==> src/rtl/intr_pkg.sv <==
// Constants for the event count bus interrupter.
// Assumes a 16-bit register path and a byte-wide status/ID.
package intr_pkg;
	// ---------------------------------------------
	// Register offsets within the board window
	// ---------------------------------------------
	localparam logic [15:0] OFS_IRQ_LEVEL_SELECT = 16'h100A;
	localparam logic [15:0] OFS_IRQ_VECTOR_BYTE = 16'h100C;
	localparam logic [15:0] OFS_EVENT_COUNT_TRIGGER = 16'h1020;
	// ---------------------------------------------
	// Widths and fields
	// ---------------------------------------------
	localparam int DATA_W = 16;
	localparam int ADDR_W = 16;
	localparam int COUNT_W = 16;
	localparam int LEVEL_W = 3;
	localparam int VECTOR_W = 8;
	localparam int LEVEL_LSB = 0;
	localparam int VECTOR_LSB = 0;
	// ---------------------------------------------
	// Reset values
	// ---------------------------------------------
	localparam logic [LEVEL_W-1:0] RST_IRQ_LEVEL = 3'h0;
	localparam logic [VECTOR_W-1:0] RST_IRQ_VECTOR = 8'h00;
	localparam logic [COUNT_W-1:0] RST_EVENT_TRIGGER = 16'h0000;
	// Level value that disables the request
	localparam logic [LEVEL_W-1:0] LEVEL_OFF = 3'h0;
	// Trigger value that disables the request
	localparam logic [COUNT_W-1:0] TRIGGER_OFF = 16'h0000;
	// ---------------------------------------------
	// Types
	// ---------------------------------------------
	typedef enum logic [1:0] {ACK_IDLE, ACK_RESPOND, ACK_PASS} ack_state_t;
	typedef enum logic [1:0] {REG_IDLE, REG_DECODE, REG_ANSWER, REG_RELEASE} reg_state_t;
endpackage

==> src/rtl/pin_sync.sv <==
// Three-stage input synchroniser for backplane pins.
// Assumes inputs arrive from outside the sys_clk domain.
module pin_sync #(
	parameter int WIDTH = 1,
	parameter logic [WIDTH-1:0] INIT = '0
) (
	// Clock and reset
	input wire logic sys_clk,
	input wire logic rst,
	// Pins in, filtered value out
	input wire logic [WIDTH-1:0] pin_in,
	output logic [WIDTH-1:0] pin_q
);
	logic [WIDTH-1:0] stage1_q;
	logic [WIDTH-1:0] stage2_q;
	logic [WIDTH-1:0] stage3_q;

	// ---------------------------------------------
	// Capture chain
	// ---------------------------------------------
	// First stage feeds only the second
	always_ff @(posedge sys_clk) begin
		if (rst) begin
			stage1_q <= INIT;
			stage2_q <= INIT;
			stage3_q <= INIT;
		end else begin
			stage1_q <= pin_in;
			stage2_q <= stage1_q;
			stage3_q <= stage2_q;
		end
	end

	// A change counts once stages two and three agree
	always_ff @(posedge sys_clk) begin
		if (rst) begin
			pin_q <= INIT;
		end else begin
			for (int i = 0; i < WIDTH; i++) begin
				if (stage2_q[i] == stage3_q[i]) begin
					pin_q[i] <= stage3_q[i];
				end
			end
		end
	end
endmodule // pin_sync

==> src/rtl/iack_responder.sv <==
// Interrupt acknowledge cycle handler with daisy chain pass-on.
// Assumes synchronised, active-high strobes from the top module.
module iack_responder (
	// Clock and reset
	input wire logic sys_clk,
	input wire logic rst,
	// Acknowledge cycle, active high
	input wire logic strobe_as,
	input wire logic strobe_ds,
	input wire logic iack_cycle,
	input wire logic iack_chain_in,
	input wire logic [intr_pkg::LEVEL_W-1:0] ack_level,
	// Local request state
	input wire logic req_pending,
	input wire logic [intr_pkg::LEVEL_W-1:0] req_level,
	// Decision
	output logic respond_q,
	output logic pass_q
);
	import intr_pkg::*;

	ack_state_t state_q;
	ack_state_t state_d;

	// ---------------------------------------------
	// Cycle decision
	// ---------------------------------------------
	always_comb begin
		state_d = state_q;
		unique case (state_q)
			ACK_IDLE: begin
				if (strobe_as && strobe_ds && iack_cycle && iack_chain_in) begin
					if (req_pending && req_level != LEVEL_OFF && ack_level == req_level) begin
						state_d = ACK_RESPOND;
					end else begin
						state_d = ACK_PASS;
					end
				end
			end
			ACK_RESPOND: begin
				if (!strobe_as || !strobe_ds) begin
					state_d = ACK_IDLE;
				end
			end
			ACK_PASS: begin
				// Chain released by upstream or cycle end
				if (!strobe_as || !iack_chain_in) begin
					state_d = ACK_IDLE;
				end
			end
		endcase
	end

	always_ff @(posedge sys_clk) begin
		if (rst) begin
			state_q <= ACK_IDLE;
		end else begin
			state_q <= state_d;
		end
	end

	always_ff @(posedge sys_clk) begin
		if (rst) begin
			respond_q <= 1'b0;
			pass_q <= 1'b0;
		end else begin
			respond_q <= (state_d == ACK_RESPOND);
			pass_q <= (state_d == ACK_PASS);
		end
	end
endmodule // iack_responder

==> src/rtl/event_count_bus_interrupter.sv <==
// Release-on-register-access interrupter with its three registers.
// Assumes board address match comes from the local decoder on sys_clk,
// and the event count comes from the event memory logic on sys_clk.

// What this block does
// - Raise the request when stored event count equals the trigger count.
// - Trigger count zero never interrupts; it resets to zero.
// - Answer 8, 16 or 32 bit acknowledges with a byte on D00-D07.
// - Hold request until the count drops below trigger; never drop it on acknowledge.
// - Status/ID byte is the low byte of the vector register.
// - Request level is the low three bits of the level register.
// - Level bits all zero disables interrupt generation entirely.
// - Output buffer reads lowering count below trigger release the request.
// - Configuration registers take 8 and 16-bit transfers; 32-bit ones get a bus error.
module event_count_bus_interrupter #(
	parameter int COUNT_WIDTH = intr_pkg::COUNT_W
) (
	// Clock and reset
	input wire logic sys_clk,
	input wire logic rst,
	// Event memory fill level
	input wire logic [COUNT_WIDTH-1:0] event_count,
	// Backplane cycle pins
	input wire logic addr_hit,
	input wire logic as_n,
	input wire logic [1:0] ds_n,
	input wire logic write_n,
	input wire logic lword_n,
	input wire logic iack_n,
	input wire logic iackin_n,
	input wire logic [intr_pkg::ADDR_W-1:0] addr,
	// Data lines, two-way
	input wire logic [intr_pkg::DATA_W-1:0] data_in,
	output logic [intr_pkg::DATA_W-1:0] data_out,
	output logic [intr_pkg::DATA_W-1:0] data_oe,
	// Cycle answers, open drain except iackout_n
	output logic dtack_n_out,
	output logic dtack_oe,
	output logic berr_n_out,
	output logic berr_oe,
	output logic iackout_n,
	// Interrupt request lines 1 to 7, open drain
	output logic [7:1] irq_n_out,
	output logic [7:1] irq_oe
);
	import intr_pkg::*;

	// ---------------------------------------------
	// Pin synchronisers
	// ---------------------------------------------
	localparam int CTL_W = 7;
	logic [CTL_W-1:0] ctl_pins;
	logic [CTL_W-1:0] ctl_q;
	logic [ADDR_W-1:0] addr_s;
	logic [DATA_W-1:0] data_s;
	logic as_s;
	logic ds_s;
	logic wr_s;
	logic d32_s;
	logic iack_s;
	logic iackin_s;

	assign ctl_pins = {as_n, ds_n, write_n, lword_n, iack_n, iackin_n};

	pin_sync #(.WIDTH(CTL_W), .INIT({CTL_W{1'b1}})) u_ctl_sync (
		.sys_clk(sys_clk),
		.rst(rst),
		.pin_in(ctl_pins),
		.pin_q(ctl_q)
	);

	pin_sync #(.WIDTH(ADDR_W), .INIT({ADDR_W{1'b0}})) u_addr_sync (
		.sys_clk(sys_clk),
		.rst(rst),
		.pin_in(addr),
		.pin_q(addr_s)
	);

	pin_sync #(.WIDTH(DATA_W), .INIT({DATA_W{1'b0}})) u_data_sync (
		.sys_clk(sys_clk),
		.rst(rst),
		.pin_in(data_in),
		.pin_q(data_s)
	);

	// Active-high views of the filtered strobes
	assign as_s = !ctl_q[6];
	assign ds_s = !ctl_q[5] || !ctl_q[4];
	assign wr_s = !ctl_q[3];
	assign d32_s = !ctl_q[2];
	assign iack_s = !ctl_q[1];
	assign iackin_s = !ctl_q[0];

	// ---------------------------------------------
	// Configuration registers
	// ---------------------------------------------
	logic [LEVEL_W-1:0] level_q;
	logic [VECTOR_W-1:0] vector_q;
	logic [COUNT_WIDTH-1:0] trigger_q;

	function automatic logic is_mapped(input logic [ADDR_W-1:0] ofs);
		return ofs == OFS_IRQ_LEVEL_SELECT || ofs == OFS_IRQ_VECTOR_BYTE
			|| ofs == OFS_EVENT_COUNT_TRIGGER;
	endfunction

	reg_state_t reg_state_q;
	reg_state_t reg_state_d;
	logic reg_start;
	logic reg_ok;
	logic reg_write;

	// Register cycle only when not an acknowledge
	assign reg_start = as_s && ds_s && !iack_s && addr_hit && is_mapped(addr_s);
	// Any transfer but a 32-bit one reaches the registers
	assign reg_ok = !d32_s;
	assign reg_write = (reg_state_q == REG_DECODE) && reg_ok && wr_s;

	always_comb begin
		reg_state_d = reg_state_q;
		unique case (reg_state_q)
			REG_IDLE: begin
				if (reg_start) begin
					reg_state_d = REG_DECODE;
				end
			end
			REG_DECODE: begin
				reg_state_d = REG_ANSWER;
			end
			REG_ANSWER: begin
				if (!ds_s) begin
					reg_state_d = REG_RELEASE;
				end
			end
			REG_RELEASE: begin
				// Wait for the address strobe too, so one cycle gives one access
				if (!as_s) begin
					reg_state_d = REG_IDLE;
				end
			end
		endcase
	end

	always_ff @(posedge sys_clk) begin
		if (rst) begin
			reg_state_q <= REG_IDLE;
		end else begin
			reg_state_q <= reg_state_d;
		end
	end

	// Level held in the low three bits
	always_ff @(posedge sys_clk) begin
		if (rst) begin
			level_q <= RST_IRQ_LEVEL;
		end else if (reg_write && addr_s == OFS_IRQ_LEVEL_SELECT) begin
			level_q <= data_s[LEVEL_LSB +: LEVEL_W];
		end
	end

	// Status/ID kept from the low byte
	always_ff @(posedge sys_clk) begin
		if (rst) begin
			vector_q <= RST_IRQ_VECTOR;
		end else if (reg_write && addr_s == OFS_IRQ_VECTOR_BYTE) begin
			vector_q <= data_s[VECTOR_LSB +: VECTOR_W];
		end
	end

	always_ff @(posedge sys_clk) begin
		if (rst) begin
			trigger_q <= RST_EVENT_TRIGGER[COUNT_WIDTH-1:0];
		end else if (reg_write && addr_s == OFS_EVENT_COUNT_TRIGGER) begin
			trigger_q <= data_s[COUNT_WIDTH-1:0];
		end
	end

	// Read data, reserved bits as zero
	logic [DATA_W-1:0] reg_rdata;
	always_comb begin
		reg_rdata = '0;
		if (addr_s == OFS_IRQ_LEVEL_SELECT) begin
			reg_rdata[LEVEL_LSB +: LEVEL_W] = level_q;
		end else if (addr_s == OFS_IRQ_VECTOR_BYTE) begin
			reg_rdata[VECTOR_LSB +: VECTOR_W] = vector_q;
		end else if (addr_s == OFS_EVENT_COUNT_TRIGGER) begin
			reg_rdata[COUNT_WIDTH-1:0] = trigger_q;
		end
	end

	// ---------------------------------------------
	// Request condition
	// ---------------------------------------------
	logic enabled;
	logic count_equal;
	logic count_below;
	logic pending_q;

	assign enabled = trigger_q != TRIGGER_OFF[COUNT_WIDTH-1:0] && level_q != LEVEL_OFF;
	assign count_equal = event_count == trigger_q;
	assign count_below = event_count < trigger_q;

	always_ff @(posedge sys_clk) begin
		if (rst) begin
			pending_q <= 1'b0;
		end else if (!enabled) begin
			pending_q <= 1'b0;
		end else if (count_equal) begin
			// Raised when the count reaches the trigger
			pending_q <= 1'b1;
		end else if (count_below) begin
			// Buffer reads drop the count below trigger
			pending_q <= 1'b0;
		end
	end

	// Drive only the programmed level line
	always_ff @(posedge sys_clk) begin
		if (rst) begin
			irq_oe <= '0;
			irq_n_out <= '0;
		end else begin
			irq_n_out <= '0;
			for (int i = 1; i <= 7; i++) begin
				irq_oe[i] <= pending_q && (level_q == i[LEVEL_W-1:0]);
			end
		end
	end

	// ---------------------------------------------
	// Acknowledge cycles
	// ---------------------------------------------
	logic ack_respond;
	logic ack_pass;

	// Any acknowledge width
	// Width lines ignored: one byte serves 8, 16 and 32 bit acknowledges
	iack_responder u_iack (
		.sys_clk(sys_clk),
		.rst(rst),
		.strobe_as(as_s),
		.strobe_ds(ds_s),
		.iack_cycle(iack_s),
		.iack_chain_in(iackin_s),
		.ack_level(addr_s[3:1]),
		.req_pending(pending_q),
		.req_level(level_q),
		.respond_q(ack_respond),
		.pass_q(ack_pass)
	);

	// Chain passed onward
	// Registered so the chain never glitches low
	always_ff @(posedge sys_clk) begin
		if (rst) begin
			iackout_n <= 1'b1;
		end else begin
			iackout_n <= !ack_pass;
		end
	end

	// ---------------------------------------------
	// Data lines and answers
	// ---------------------------------------------
	logic reg_answer;
	assign reg_answer = reg_state_q == REG_ANSWER;

	always_ff @(posedge sys_clk) begin
		if (rst) begin
			data_out <= '0;
			data_oe <= '0;
		end else if (ack_respond) begin
			// Status/ID on the lowest eight lines
			data_out <= {{(DATA_W-VECTOR_W){1'b0}}, vector_q};
			data_oe <= {{(DATA_W-VECTOR_W){1'b0}}, {VECTOR_W{1'b1}}};
		end else if (reg_answer && reg_ok && !wr_s) begin
			data_out <= reg_rdata;
			data_oe <= '1;
		end else begin
			data_out <= '0;
			data_oe <= '0;
		end
	end

	always_ff @(posedge sys_clk) begin
		if (rst) begin
			dtack_n_out <= 1'b1;
			dtack_oe <= 1'b0;
			berr_n_out <= 1'b1;
			berr_oe <= 1'b0;
		end else begin
			dtack_n_out <= 1'b0;
			dtack_oe <= ack_respond || (reg_answer && reg_ok);
			berr_n_out <= 1'b0;
			// Wide transfers to registers get a bus error
			berr_oe <= reg_answer && !reg_ok;
		end
	end
endmodule // event_count_bus_interrupter

==> config.mk <==
export PLATFORM = sky130hd
export DESIGN_NAME = event_count_bus_interrupter
export DESIGN_NICKNAME = d
export VERILOG_FILES = /design/src/rtl/intr_pkg.sv /design/src/rtl/pin_sync.sv /design/src/rtl/iack_responder.sv /design/src/rtl/event_count_bus_interrupter.sv
export SDC_FILE = /design/constraint.sdc
export NUM_CORES = 1
export LEC_CHECK = 0
export BUFFER_PORTS_ARGS = -buffer_cell sky130_fd_sc_hd__buf_2
export CORE_UTILIZATION = 60
export DETAILED_ROUTE_END_ITERATION = 7
export PLACE_DENSITY_LB_ADDON = 0.25
export REMOVE_ABC_BUFFERS = 1
export SKIP_LAST_GASP = 1
export SLEW_MARGIN = 15
export SYNTH_ARGS = -nofsm -noshare
export SYNTH_HDL_FRONTEND = slang
export SYNTH_SLANG_ARGS = --single-unit
==> constraint.sdc <==
create_clock -name sys_clk -period 4.3 [get_ports sys_clk]
set_input_delay 0.86 -clock sys_clk [delete_from_list [all_inputs] [get_ports sys_clk]]
set_output_delay 0.86 -clock sys_clk [all_outputs]
set_load 0.03 [all_outputs]
# [After elaboration in Yosys (flattened, before gate mapping)]
# Index checks and enable logic that the tools add are counted.
[totals] output_inout_bits=51 reg_bits=233 inputBits=58
[op_classes] order_cmp=1 muxes=20 n_bitwise=3 eq_ne=61 n_reduce_logical=48
[op_table] cell="$eq A16 B13 Y1 const B" n=3
[op_table] cell="$eq A1 B1 Y1" n=39
[op_table] cell="$mux W16" n=2
[op_table] cell="$mux W8" n=4
[op_table] cell="$logic_and A1 B1 Y1" n=24
[op_table] cell="$eq A16 B16 Y1" n=1
[op_table] cell="$lt A16 B16 Y1" n=1
[op_table] cell="$reduce_bool A16 Y1" n=1
[op_table] cell="$mux W2" n=7
[op_table] cell="$eq A3 B3 Y1 const B" n=4
[op_table] cell="$logic_not A1 Y1" n=9
[op_table] cell="$eq A2 B2 Y1 const B" n=4
[op_table] cell="$pmux W2 S4" n=1
[op_table] cell="$eq A2 B1 Y1 const B" n=3
[op_table] cell="$eq A3 B2 Y1 const B" n=2
[op_table] cell="$logic_or A1 B1 Y1" n=6
[op_table] cell="$pmux W2 S3" n=1
[op_table] cell="$reduce_or A6 Y1" n=1
[op_table] cell="$mux W5" n=1
[op_table] cell="$logic_not A2 Y1" n=2
[op_table] cell="$ne A2 B2 Y1 const B" n=2
[op_table] cell="$reduce_or A2 Y1" n=2
[op_table] cell="$eq A3 B1 Y1 const B" n=1
[op_table] cell="$eq A3 B3 Y1" n=1
[op_table] cell="other kinds (7)" n=11

# [Depth between registers and ports, before layout]
# Gate-level depths: netlist (run 1).
[depth] depth_word=8 depth_mapped=8

# [Modules after synthesis]
# Synthesis (run 1) repeated with hierarchy kept, for this count alone.
[unflattened] hier_cells=758 area_unflattened_um2=8066.5
[modules_own_cells] module="pin_sync (u_addr_sync ...)" area_each_um2=2050.7 n_inst=2 cells_each=167
[modules_own_cells] module="event_count_bus_interrupter" area_each_um2=2865.2 n_inst=1 cells_each=323
[modules_own_cells] module="pin_sync (u_ctl_sync)" area_each_um2=828.3 n_inst=1 cells_each=72
[modules_own_cells] module="iack_responder" area_each_um2=271.5 n_inst=1 cells_each=29

# [Least setup slack after synthesis (run 1)]
# Ideal clock, no wire load.
[synth_timing] path_type="input-to-reg" startpoint="input port rst" endpoint="register level_q[0]" cell_stages=4 n_path_buf=3 required_ns=4.172 setup_slack_ns=2.382 t_arrival_ns=1.790 cell_sequence="clkbuf_1 -> clkbuf_1 -> clkbuf_1 -> nor2_1"
[synth_rtl] item="from (decl)" line="event_count_bus_interrupter.sv:20" rtl="input wire logic rst,"
[synth_rtl] item="to (signal assigned)" line="event_count_bus_interrupter.sv:156" rtl="level_q <= data_s[LEVEL_LSB +: LEVEL_W];"
[synth_rtl] item="to (decl)" line="event_count_bus_interrupter.sv:97" rtl="logic [LEVEL_W-1:0] level_q;"
# No word-level cell between the ends.

# [Final worst setup path (run 1)]
[layout_timing] startpoint="register u_addr_sync.pin_q[2]" endpoint="register trigger_q[2]"
[layout_via] elab_chain_cells=2
[layout_rtl] item="from (decl)" line="pin_sync.sv:12" rtl="output logic [WIDTH-1:0] pin_q"
[layout_rtl] item="from (signal, indexed assignment)" line="pin_sync.sv:41" rtl="pin_q[i] <= stage3_q[i];"
[layout_rtl] item="$eq A16 B13 Y1" line="event_count_bus_interrupter.sv:172" rtl="end else if (reg_write && addr_s == OFS_EVENT_COUNT_TRIGGER) begin"
[layout_rtl] item="$logic_and A1 B1 Y1" line="event_count_bus_interrupter.sv:172"
[layout_rtl] item="to (signal assigned)" line="event_count_bus_interrupter.sv:171" rtl="trigger_q <= RST_EVENT_TRIGGER[COUNT_WIDTH-1:0];"
[layout_rtl] item="to (signal assigned)" line="event_count_bus_interrupter.sv:173" rtl="trigger_q <= data_s[COUNT_WIDTH-1:0];"
[layout_rtl] item="to (decl)" line="event_count_bus_interrupter.sv:99" rtl="logic [COUNT_WIDTH-1:0] trigger_q;"
# No other way between the ends.
# A chain may end at the register's enable or synchronous reset.

==> results of run 1 <==
## synthesized netlist by cell type (2+ instances only)
| cell type | instances | share of area, % |
|---|---|---|
| nand3b_1 | 2 | 0.20 |
| clkbuf_1 | 25 | 1.3 |
| o21a_1 | 3 | 0.30 |
| o21bai_1 | 8 | 0.80 |
| nor2_1 | 35 | 1.8 |
| buf_4 | 22 | 2.2 |
| nor4_4 | 3 | 0.85 |
| dfxtp_1 | 219 | 58 |
| o2bb2ai_1 | 3 | 0.35 |
| inv_1 | 23 | 1.2 |
| a22oi_1 | 3 | 0.30 |
| or2_2 | 22 | 1.8 |
| nand2_1 | 72 | 3.6 |
| a21oi_1 | 68 | 4.5 |
| o21ai_0 | 35 | 2.3 |
| a211o_1 | 2 | 0.23 |
| mux2i_1 | 12 | 1.6 |
| nand2b_1 | 8 | 0.67 |
| ha_1 | 22 | 3.7 |
| nor4_1 | 7 | 0.58 |
| xor2_1 | 2 | 0.23 |
| buf_1 | 2 | 0.10 |
| nor2b_1 | 98 | 8.2 |
| nand3_1 | 6 | 0.40 |
| nor3_1 | 12 | 0.80 |
| a22o_1 | 5 | 0.58 |
| nand4_1 | 8 | 0.67 |
| a31oi_1 | 2 | 0.17 |
## power by group through the flow
| stage | sequential, mW | clock (mW) | combinational (mW) |
|---|---|---|---|
| 2_1_floorplan | 2.13 | 0 | 0.0565 |
| 3_3_place_gp | 2.13 | 0 | 0.115 |
| 3_5_place_dp | 2.14 | 0 | 0.122 |
| 4_1_cts | 2.09 | 2.02 | 0.123 |
| 5_1_grt | 2.10 | 2.12 | 0.136 |
| 6_report | 2.09 | 1.99 | 0.122 |
## kinds of logic (layout without fill, tap and decap cells)
| group | Yosys count | after routing | share of synthesized area [%] |
|---|---|---|---|
| and+or+nand+nor | 282 | 282 | 20.81 |
| DFF | 219 | 219 | 58.47 |
| AOI/OAI and AO/OA | 135 | 135 | 10.40 |
| buffers and inverters | 73 | 166 | 4.772 |
| adders and majority gates | 22 | 22 | 3.671 |
| muxes | 12 | 12 | 1.602 |
| xor gates and xnor gates | 2 | 2 | 0.2336 |
| other | 1 | 7 | 0.05001 |
## metal layers
layer / vias up / global-route usage, % / wire length [um]
li1: 2608 / - / -
met1: 2429 / 25.99 / 6058
met2: 150 / 39.80 / 6926
met3: 39 / 3.985 / 649
met4: 0 / 7.706 / 384
met5: - / 0 / 0
## worst paths after layout
| path | startpoint | endpoint | slack [ps] | cells past startpoint |
|---|---|---|---|---|
| worst max register to register | u_addr_sync.pin_q[2]$_SDFFE_PP0N_ | trigger_q[2]$_SDFFE_PP0P_ | 1840 | 5 |
| worst min register to register | u_ctl_sync.stage1_q[2]$_SDFF_PP1_ | u_ctl_sync.stage2_q[2]$_SDFF_PP1_ | 400 | 1 |
| worst max-delay path | u_addr_sync.pin_q[2]$_SDFFE_PP0N_ | trigger_q[2]$_SDFFE_PP0P_ | 1840 | 5 |
| worst min-delay path | u_ctl_sync.stage1_q[2]$_SDFF_PP1_ | u_ctl_sync.stage2_q[2]$_SDFF_PP1_ | 400 | 1 |
## area by class of cell
type                    instances  area [um^2]
clock buffers                  31        655.6
flip-flops and latches        219         4384
repair buffers                103        526.8
fillers                       882         3346
clock inverters                 9        123.9
well taps                     168        210.2
inverters                      23        86.33
multi-input cells             460         2779
## critical path, stage by stage, from the launching register on
cell and delay, ps:
dfxtp_1 370, nor4b_1 520, nand4_1 230, nor2_1 930, nand2_1 130, a21oi_1 200
## layout by cell type, fill, tap and decap left out, types with 3 or more instances in the layout
cell type  count
clkinv_2       5
a22oi_1        3
clkbuf_1       3
nand4_1        8
buf_2        100
nor4_4         3
a22o_1         5
clkbuf_16     23
o21a_1         3
dfxtp_1      219
a21oi_1       68
mux2i_1       12
clkbuf_8       5
ha_1          22
or2_2         22
nand2b_1       8
nor4_1         7
o21bai_1       8
nor2_1        35
inv_1         23
nand3_1        6
conb_1         7
bufinv_16      3
nand2_1       72
o21ai_0       35
nor2b_1       98
nor3_1        12
o2bb2ai_1      3
==> impl_metrics.json, run 1 <==
{
  "outcome": "completed",
  "cts_max_level": 1,
  "vdd_drop_max_mv": 0.2804,
  "core-area_um2": 12110,
  "antenna_found_initial": 0,
  "utilization_pct": 72.38,
  "slew_viol_final": 0,
  "yosys_warnings": 0,
  "nNetsFinal": 909,
  "endpoint_kind": "flip-flop",
  "wl_um": 14020,
  "dpl.hpwl_um": 9257,
  "internal_power_mw": 3.375,
  "chipHeight_um": 113.8,
  "numPortBuffers": 101,
  "startpoint_type": "flip-flop",
  "die_w_um": 113.8,
  "clkSlewWorstSetupHoldPaths_ps": 60,
  "tns_ps": 0,
  "power_density_nw_per_um2": 480.0,
  "gr-total-overflow": 0,
  "combPwrFrac_pct": 2.9,
  "synth.yosys.seq_area_share_pct": 58.47,
  "cts_root_buf": "clkbuf_16",
  "fin_area_um2": 8766,
  "grt_pass1_wl_um": 23050,
  "drv_cap": 0,
  "finalHoldViolations": 0,
  "grt_max_degree": 91,
  "power_frac_seq_pct": 49.7,
  "syn_inst": 746,
  "p_total_mw": 4.208,
  "grt_pass1_vias": 5050,
  "cts_buffers": 22,
  "synth_edf_count": 0,
  "vias": 5226,
  "clkPwrFrac_pct": 47.4,
  "worst_pin_slew_ps": 1149,
  "critPathArrivalTime_ps": 2860,
  "switching_share_pct": 19.79,
  "grt_usage_pct": 21.93,
  "synth_area_um2": 7498,
  "rows": 40,
  "max_freq_mhz": 406.7,
  "switchingPower_mw": 0.8330,
  "drtAntennaViolNets": 0,
  "leakage_nw": 3.463,
  "stdcell_count": 1013,
  "yosysUniqueCellTypes": 45,
  "diodes": 0,
  "rsz0062_at_grt": "false",
  "async_reset_ff_share_pct": 0,
  "cts_resized": 0,
  "fin_crit_ps": 2459,
  "finClkSkew_ps": 9.091,
  "timing.hold.ws_ps": 402.3,
  "clockBufferDepth": 3,
  "dpl-instance-area_um2": 7986,
  "avgSynthCellArea_um2": 10.05,
  "setup_viol": 0,
  "drtPass1Iterations": 4,
  "hold_class": "reg2reg",
  "gp_congestion": 0.8177,
  "pre_cts_slack_ps": 1913,
  "ctsHoldBuffers": 0,
  "place_inst": 973,
  "cts_setup_buffers": 0,
  "clk_latency_ps": 490,
  "drcViolationCount": 0,
  "wl_per_cell_um": 13.84,
  "drtIter0Drc": 326,
  "cts_sinks": 219,
  "avgViaCountPerCell": 5.159,
  "finalCritPeriodShare_pct": 57.19,
  "crit_fanout": 16,
  "synth_seq_cells": 219,
  "io-pin-count": 109,
  "area_growth_pct": 16.90,
  "worst_ep_required_time_ps": 4710,
  "timing.final.ws_setup_ps": 1841,
  "die_area_um2": 12950,
  "initial_core_util_pct": 61.91,
  "cts_tree": "built",
  "worstSetupPathType": "reg2reg",
  "synth-main-ff-cell": "dfxtp_1",
  "slew_headroom_pct": 23.09,
  "drive_gt1_share_pct": 20.24
}
Note: power is estimated with default switching activity, not from simulation.
==> run 2: changes to the inputs <==
--- a/config.mk
+++ b/config.mk
@@ -6,7 +6,7 @@
 export NUM_CORES = 1
 export LEC_CHECK = 0
 export BUFFER_PORTS_ARGS = -buffer_cell sky130_fd_sc_hd__buf_2
-export CORE_UTILIZATION = 60
+export CORE_UTILIZATION = 51
 export DETAILED_ROUTE_END_ITERATION = 7
 export PLACE_DENSITY_LB_ADDON = 0.25
 export REMOVE_ABC_BUFFERS = 1
==> constraint.sdc (replaced) <==
create_clock -name sys_clk -period 2.1 [get_ports sys_clk]
set_input_delay 0.42 -clock sys_clk [delete_from_list [all_inputs] [get_ports sys_clk]]
set_output_delay 0.42 -clock sys_clk [all_outputs]
set_load 0.03 [all_outputs]
==> run 2 against run 1 <==
Net effect:
- cell area grew 0.29%
- clock power grew 93%
- utilization is 10 points lower
- clock skew down 3.1 ps
- setup slack got worse by 1700 ps
- final cell count grew 1.4%
- non-clock buffer count is 6 higher
- clock-buffer cell count is 1 higher
- power grew 99%
- sequential share of layout area decreased by 0.14 points
- sequential power is 100% higher
- critical path depth stayed put
- largest power group unchanged
==> impl_metrics.json, run 2 (synthesis gave the netlist of run 1 again) <==
{
  "diodes": 0,
  "tns_ps": 0,
  "min_from": "iackin_n",
  "finalHoldViolations": 0,
  "hold_class": "in2reg",
  "finClkSkew_ps": 5.972,
  "die_area_um2": 15190,
  "grt_max_degree": 108,
  "drive_gt1_share_pct": 20.19,
  "reg2reg_slack_ps": 130,
  "clkSlewWorstSetupHoldPaths_ps": 60,
  "r2r_start": "u_addr_sync.pin_q[13]$_SDFFE_PP0N_",
  "finalCritPeriodShare_pct": 93.61,
  "power_density_nw_per_um2": 953.3,
  "area_growth_pct": 17.24,
  "dpl.hpwl_um": 9166,
  "outcome": "completed",
  "pre_cts_slack_ps": 145.1,
  "vdd_drop_max_mv": 0.5249,
  "ctsHoldBuffers": 0,
  "layout_common_cells": "dfxtp_1 (219), buf_2 (100), nor2b_1 (98)",
  "vias": 5144,
  "core-area_um2": 14100,
  "max_freq_mhz": 508.7,
  "fin_area_um2": 8791,
  "antenna_found_initial": 0,
  "r2r-end": "data_out[4]$_SDFF_PP0_",
  "clk_latency_ps": 490,
  "rows": 43,
  "setup_viol": 0,
  "grt_pass1_vias": 4830,
  "chipHeight_um": 123.3,
  "drtPass1Iterations": 6,
  "stdcell_count": 1027,
  "wl_um": 13520,
  "min_path_cells": 2,
  "gp_congestion": 0.8697,
  "r2r_cells": 5,
  "endpoint_kind": "flip-flop",
  "wl_per_cell_um": 13.16,
  "die_w_um": 123.3,
  "nNetsFinal": 915,
  "startpoint_type": "flip-flop",
  "grt_usage_pct": 18.05,
  "utilization_pct": 62.36,
  "clockBufferDepth": 3,
  "cts_root_buf": "clkbuf_16",
  "place_inst": 991,
  "timing.final.ws_setup_ps": 134.2,
  "slew_headroom_pct": 58.00,
  "dpl-instance-area_um2": 8071,
  "slew_viol_final": 0,
  "cts_tree": "built",
  "leakage_nw": 3.466,
  "drtAntennaViolNets": 0,
  "crit_fanout": 8,
  "cts_max_level": 1,
  "cts_setup_buffers": 0,
  "drcViolationCount": 0,
  "avgViaCountPerCell": 5.009,
  "cts_buffers": 22,
  "numPortBuffers": 101,
  "cts_sinks": 219,
  "rsz0062_at_grt": "false",
  "worst_pin_slew_ps": 630.0,
  "layout_commonest_cell": "dfxtp_1",
  "gr-total-overflow": 0,
  "io-pin-count": 109,
  "timing.hold.ws_ps": 113.3,
  "p_total_mw": 8.380,
  "min_to": "u_ctl_sync.stage1_q[0]$_SDFF_PP1_",
  "cts_resized": 0,
  "startpoint": "u_addr_sync.pin_q[13]$_SDFFE_PP0N_",
  "grt_pass1_wl_um": 22090,
  "drtIter0Drc": 226,
  "drv_cap": 0,
  "initial_core_util_pct": 53.20,
  "worstSetupPathType": "reg2reg",
  "critPathArrivalTime_ps": 2400,
  "worst_ep_required_time_ps": 2530,
  "fin_crit_ps": 1966
}
==> run 2: final cells by class <==
class | count | area (um^2)
sequential | 219 | 4384
clock buffer | 32 | 649.4
multi-input combinational | 460 | 2779
fill | 1154 | 5305
timing repair buffer | 109 | 596.8
inverter | 23 | 86.33
tap | 180 | 225.2
clock inverter | 4 | 70.07
==> run 2: metal layers <==
layer	track usage, %	part of all wire [%]	vias to the layer above
li1	-	-	2620
met1	22.87	45	2383
met2	31.11	48	117
met3	2.998	4.7	24
met4	6.024	2.1	0
met5	0	0	-
==> run 2: worst max-delay path: stages (launching register included) <==
cell,delay (ps)
dfxtp_1,340
nor4b_4,420
nand3_2,120
or4_4,570
a21oi_4,290
a22o_1,190
==> run 2: worst max path at each step <==
stage                         endpoint  slack, ps  depth (start not counted)
2_1_floorplan               data_oe[0]       -130                          0
3_3_place_gp    data_out[4]$_SDFF_PP0_        170                          5
3_5_place_dp    data_out[4]$_SDFF_PP0_        150                          5
4_1_cts         data_out[4]$_SDFF_PP0_        140                          5
5_1_grt        level_q[0]$_SDFFE_PP0P_         20                          6
6_report        data_out[4]$_SDFF_PP0_        130                          5
==> run 2: power breakdown <==
part / total, mW / internal, mW / switching [mW]
registers: 4.28 / 4.25 / 0.0343
logic: 0.251 / 0.120 / 0.131
clock network: 3.85 / 2.37 / 1.47
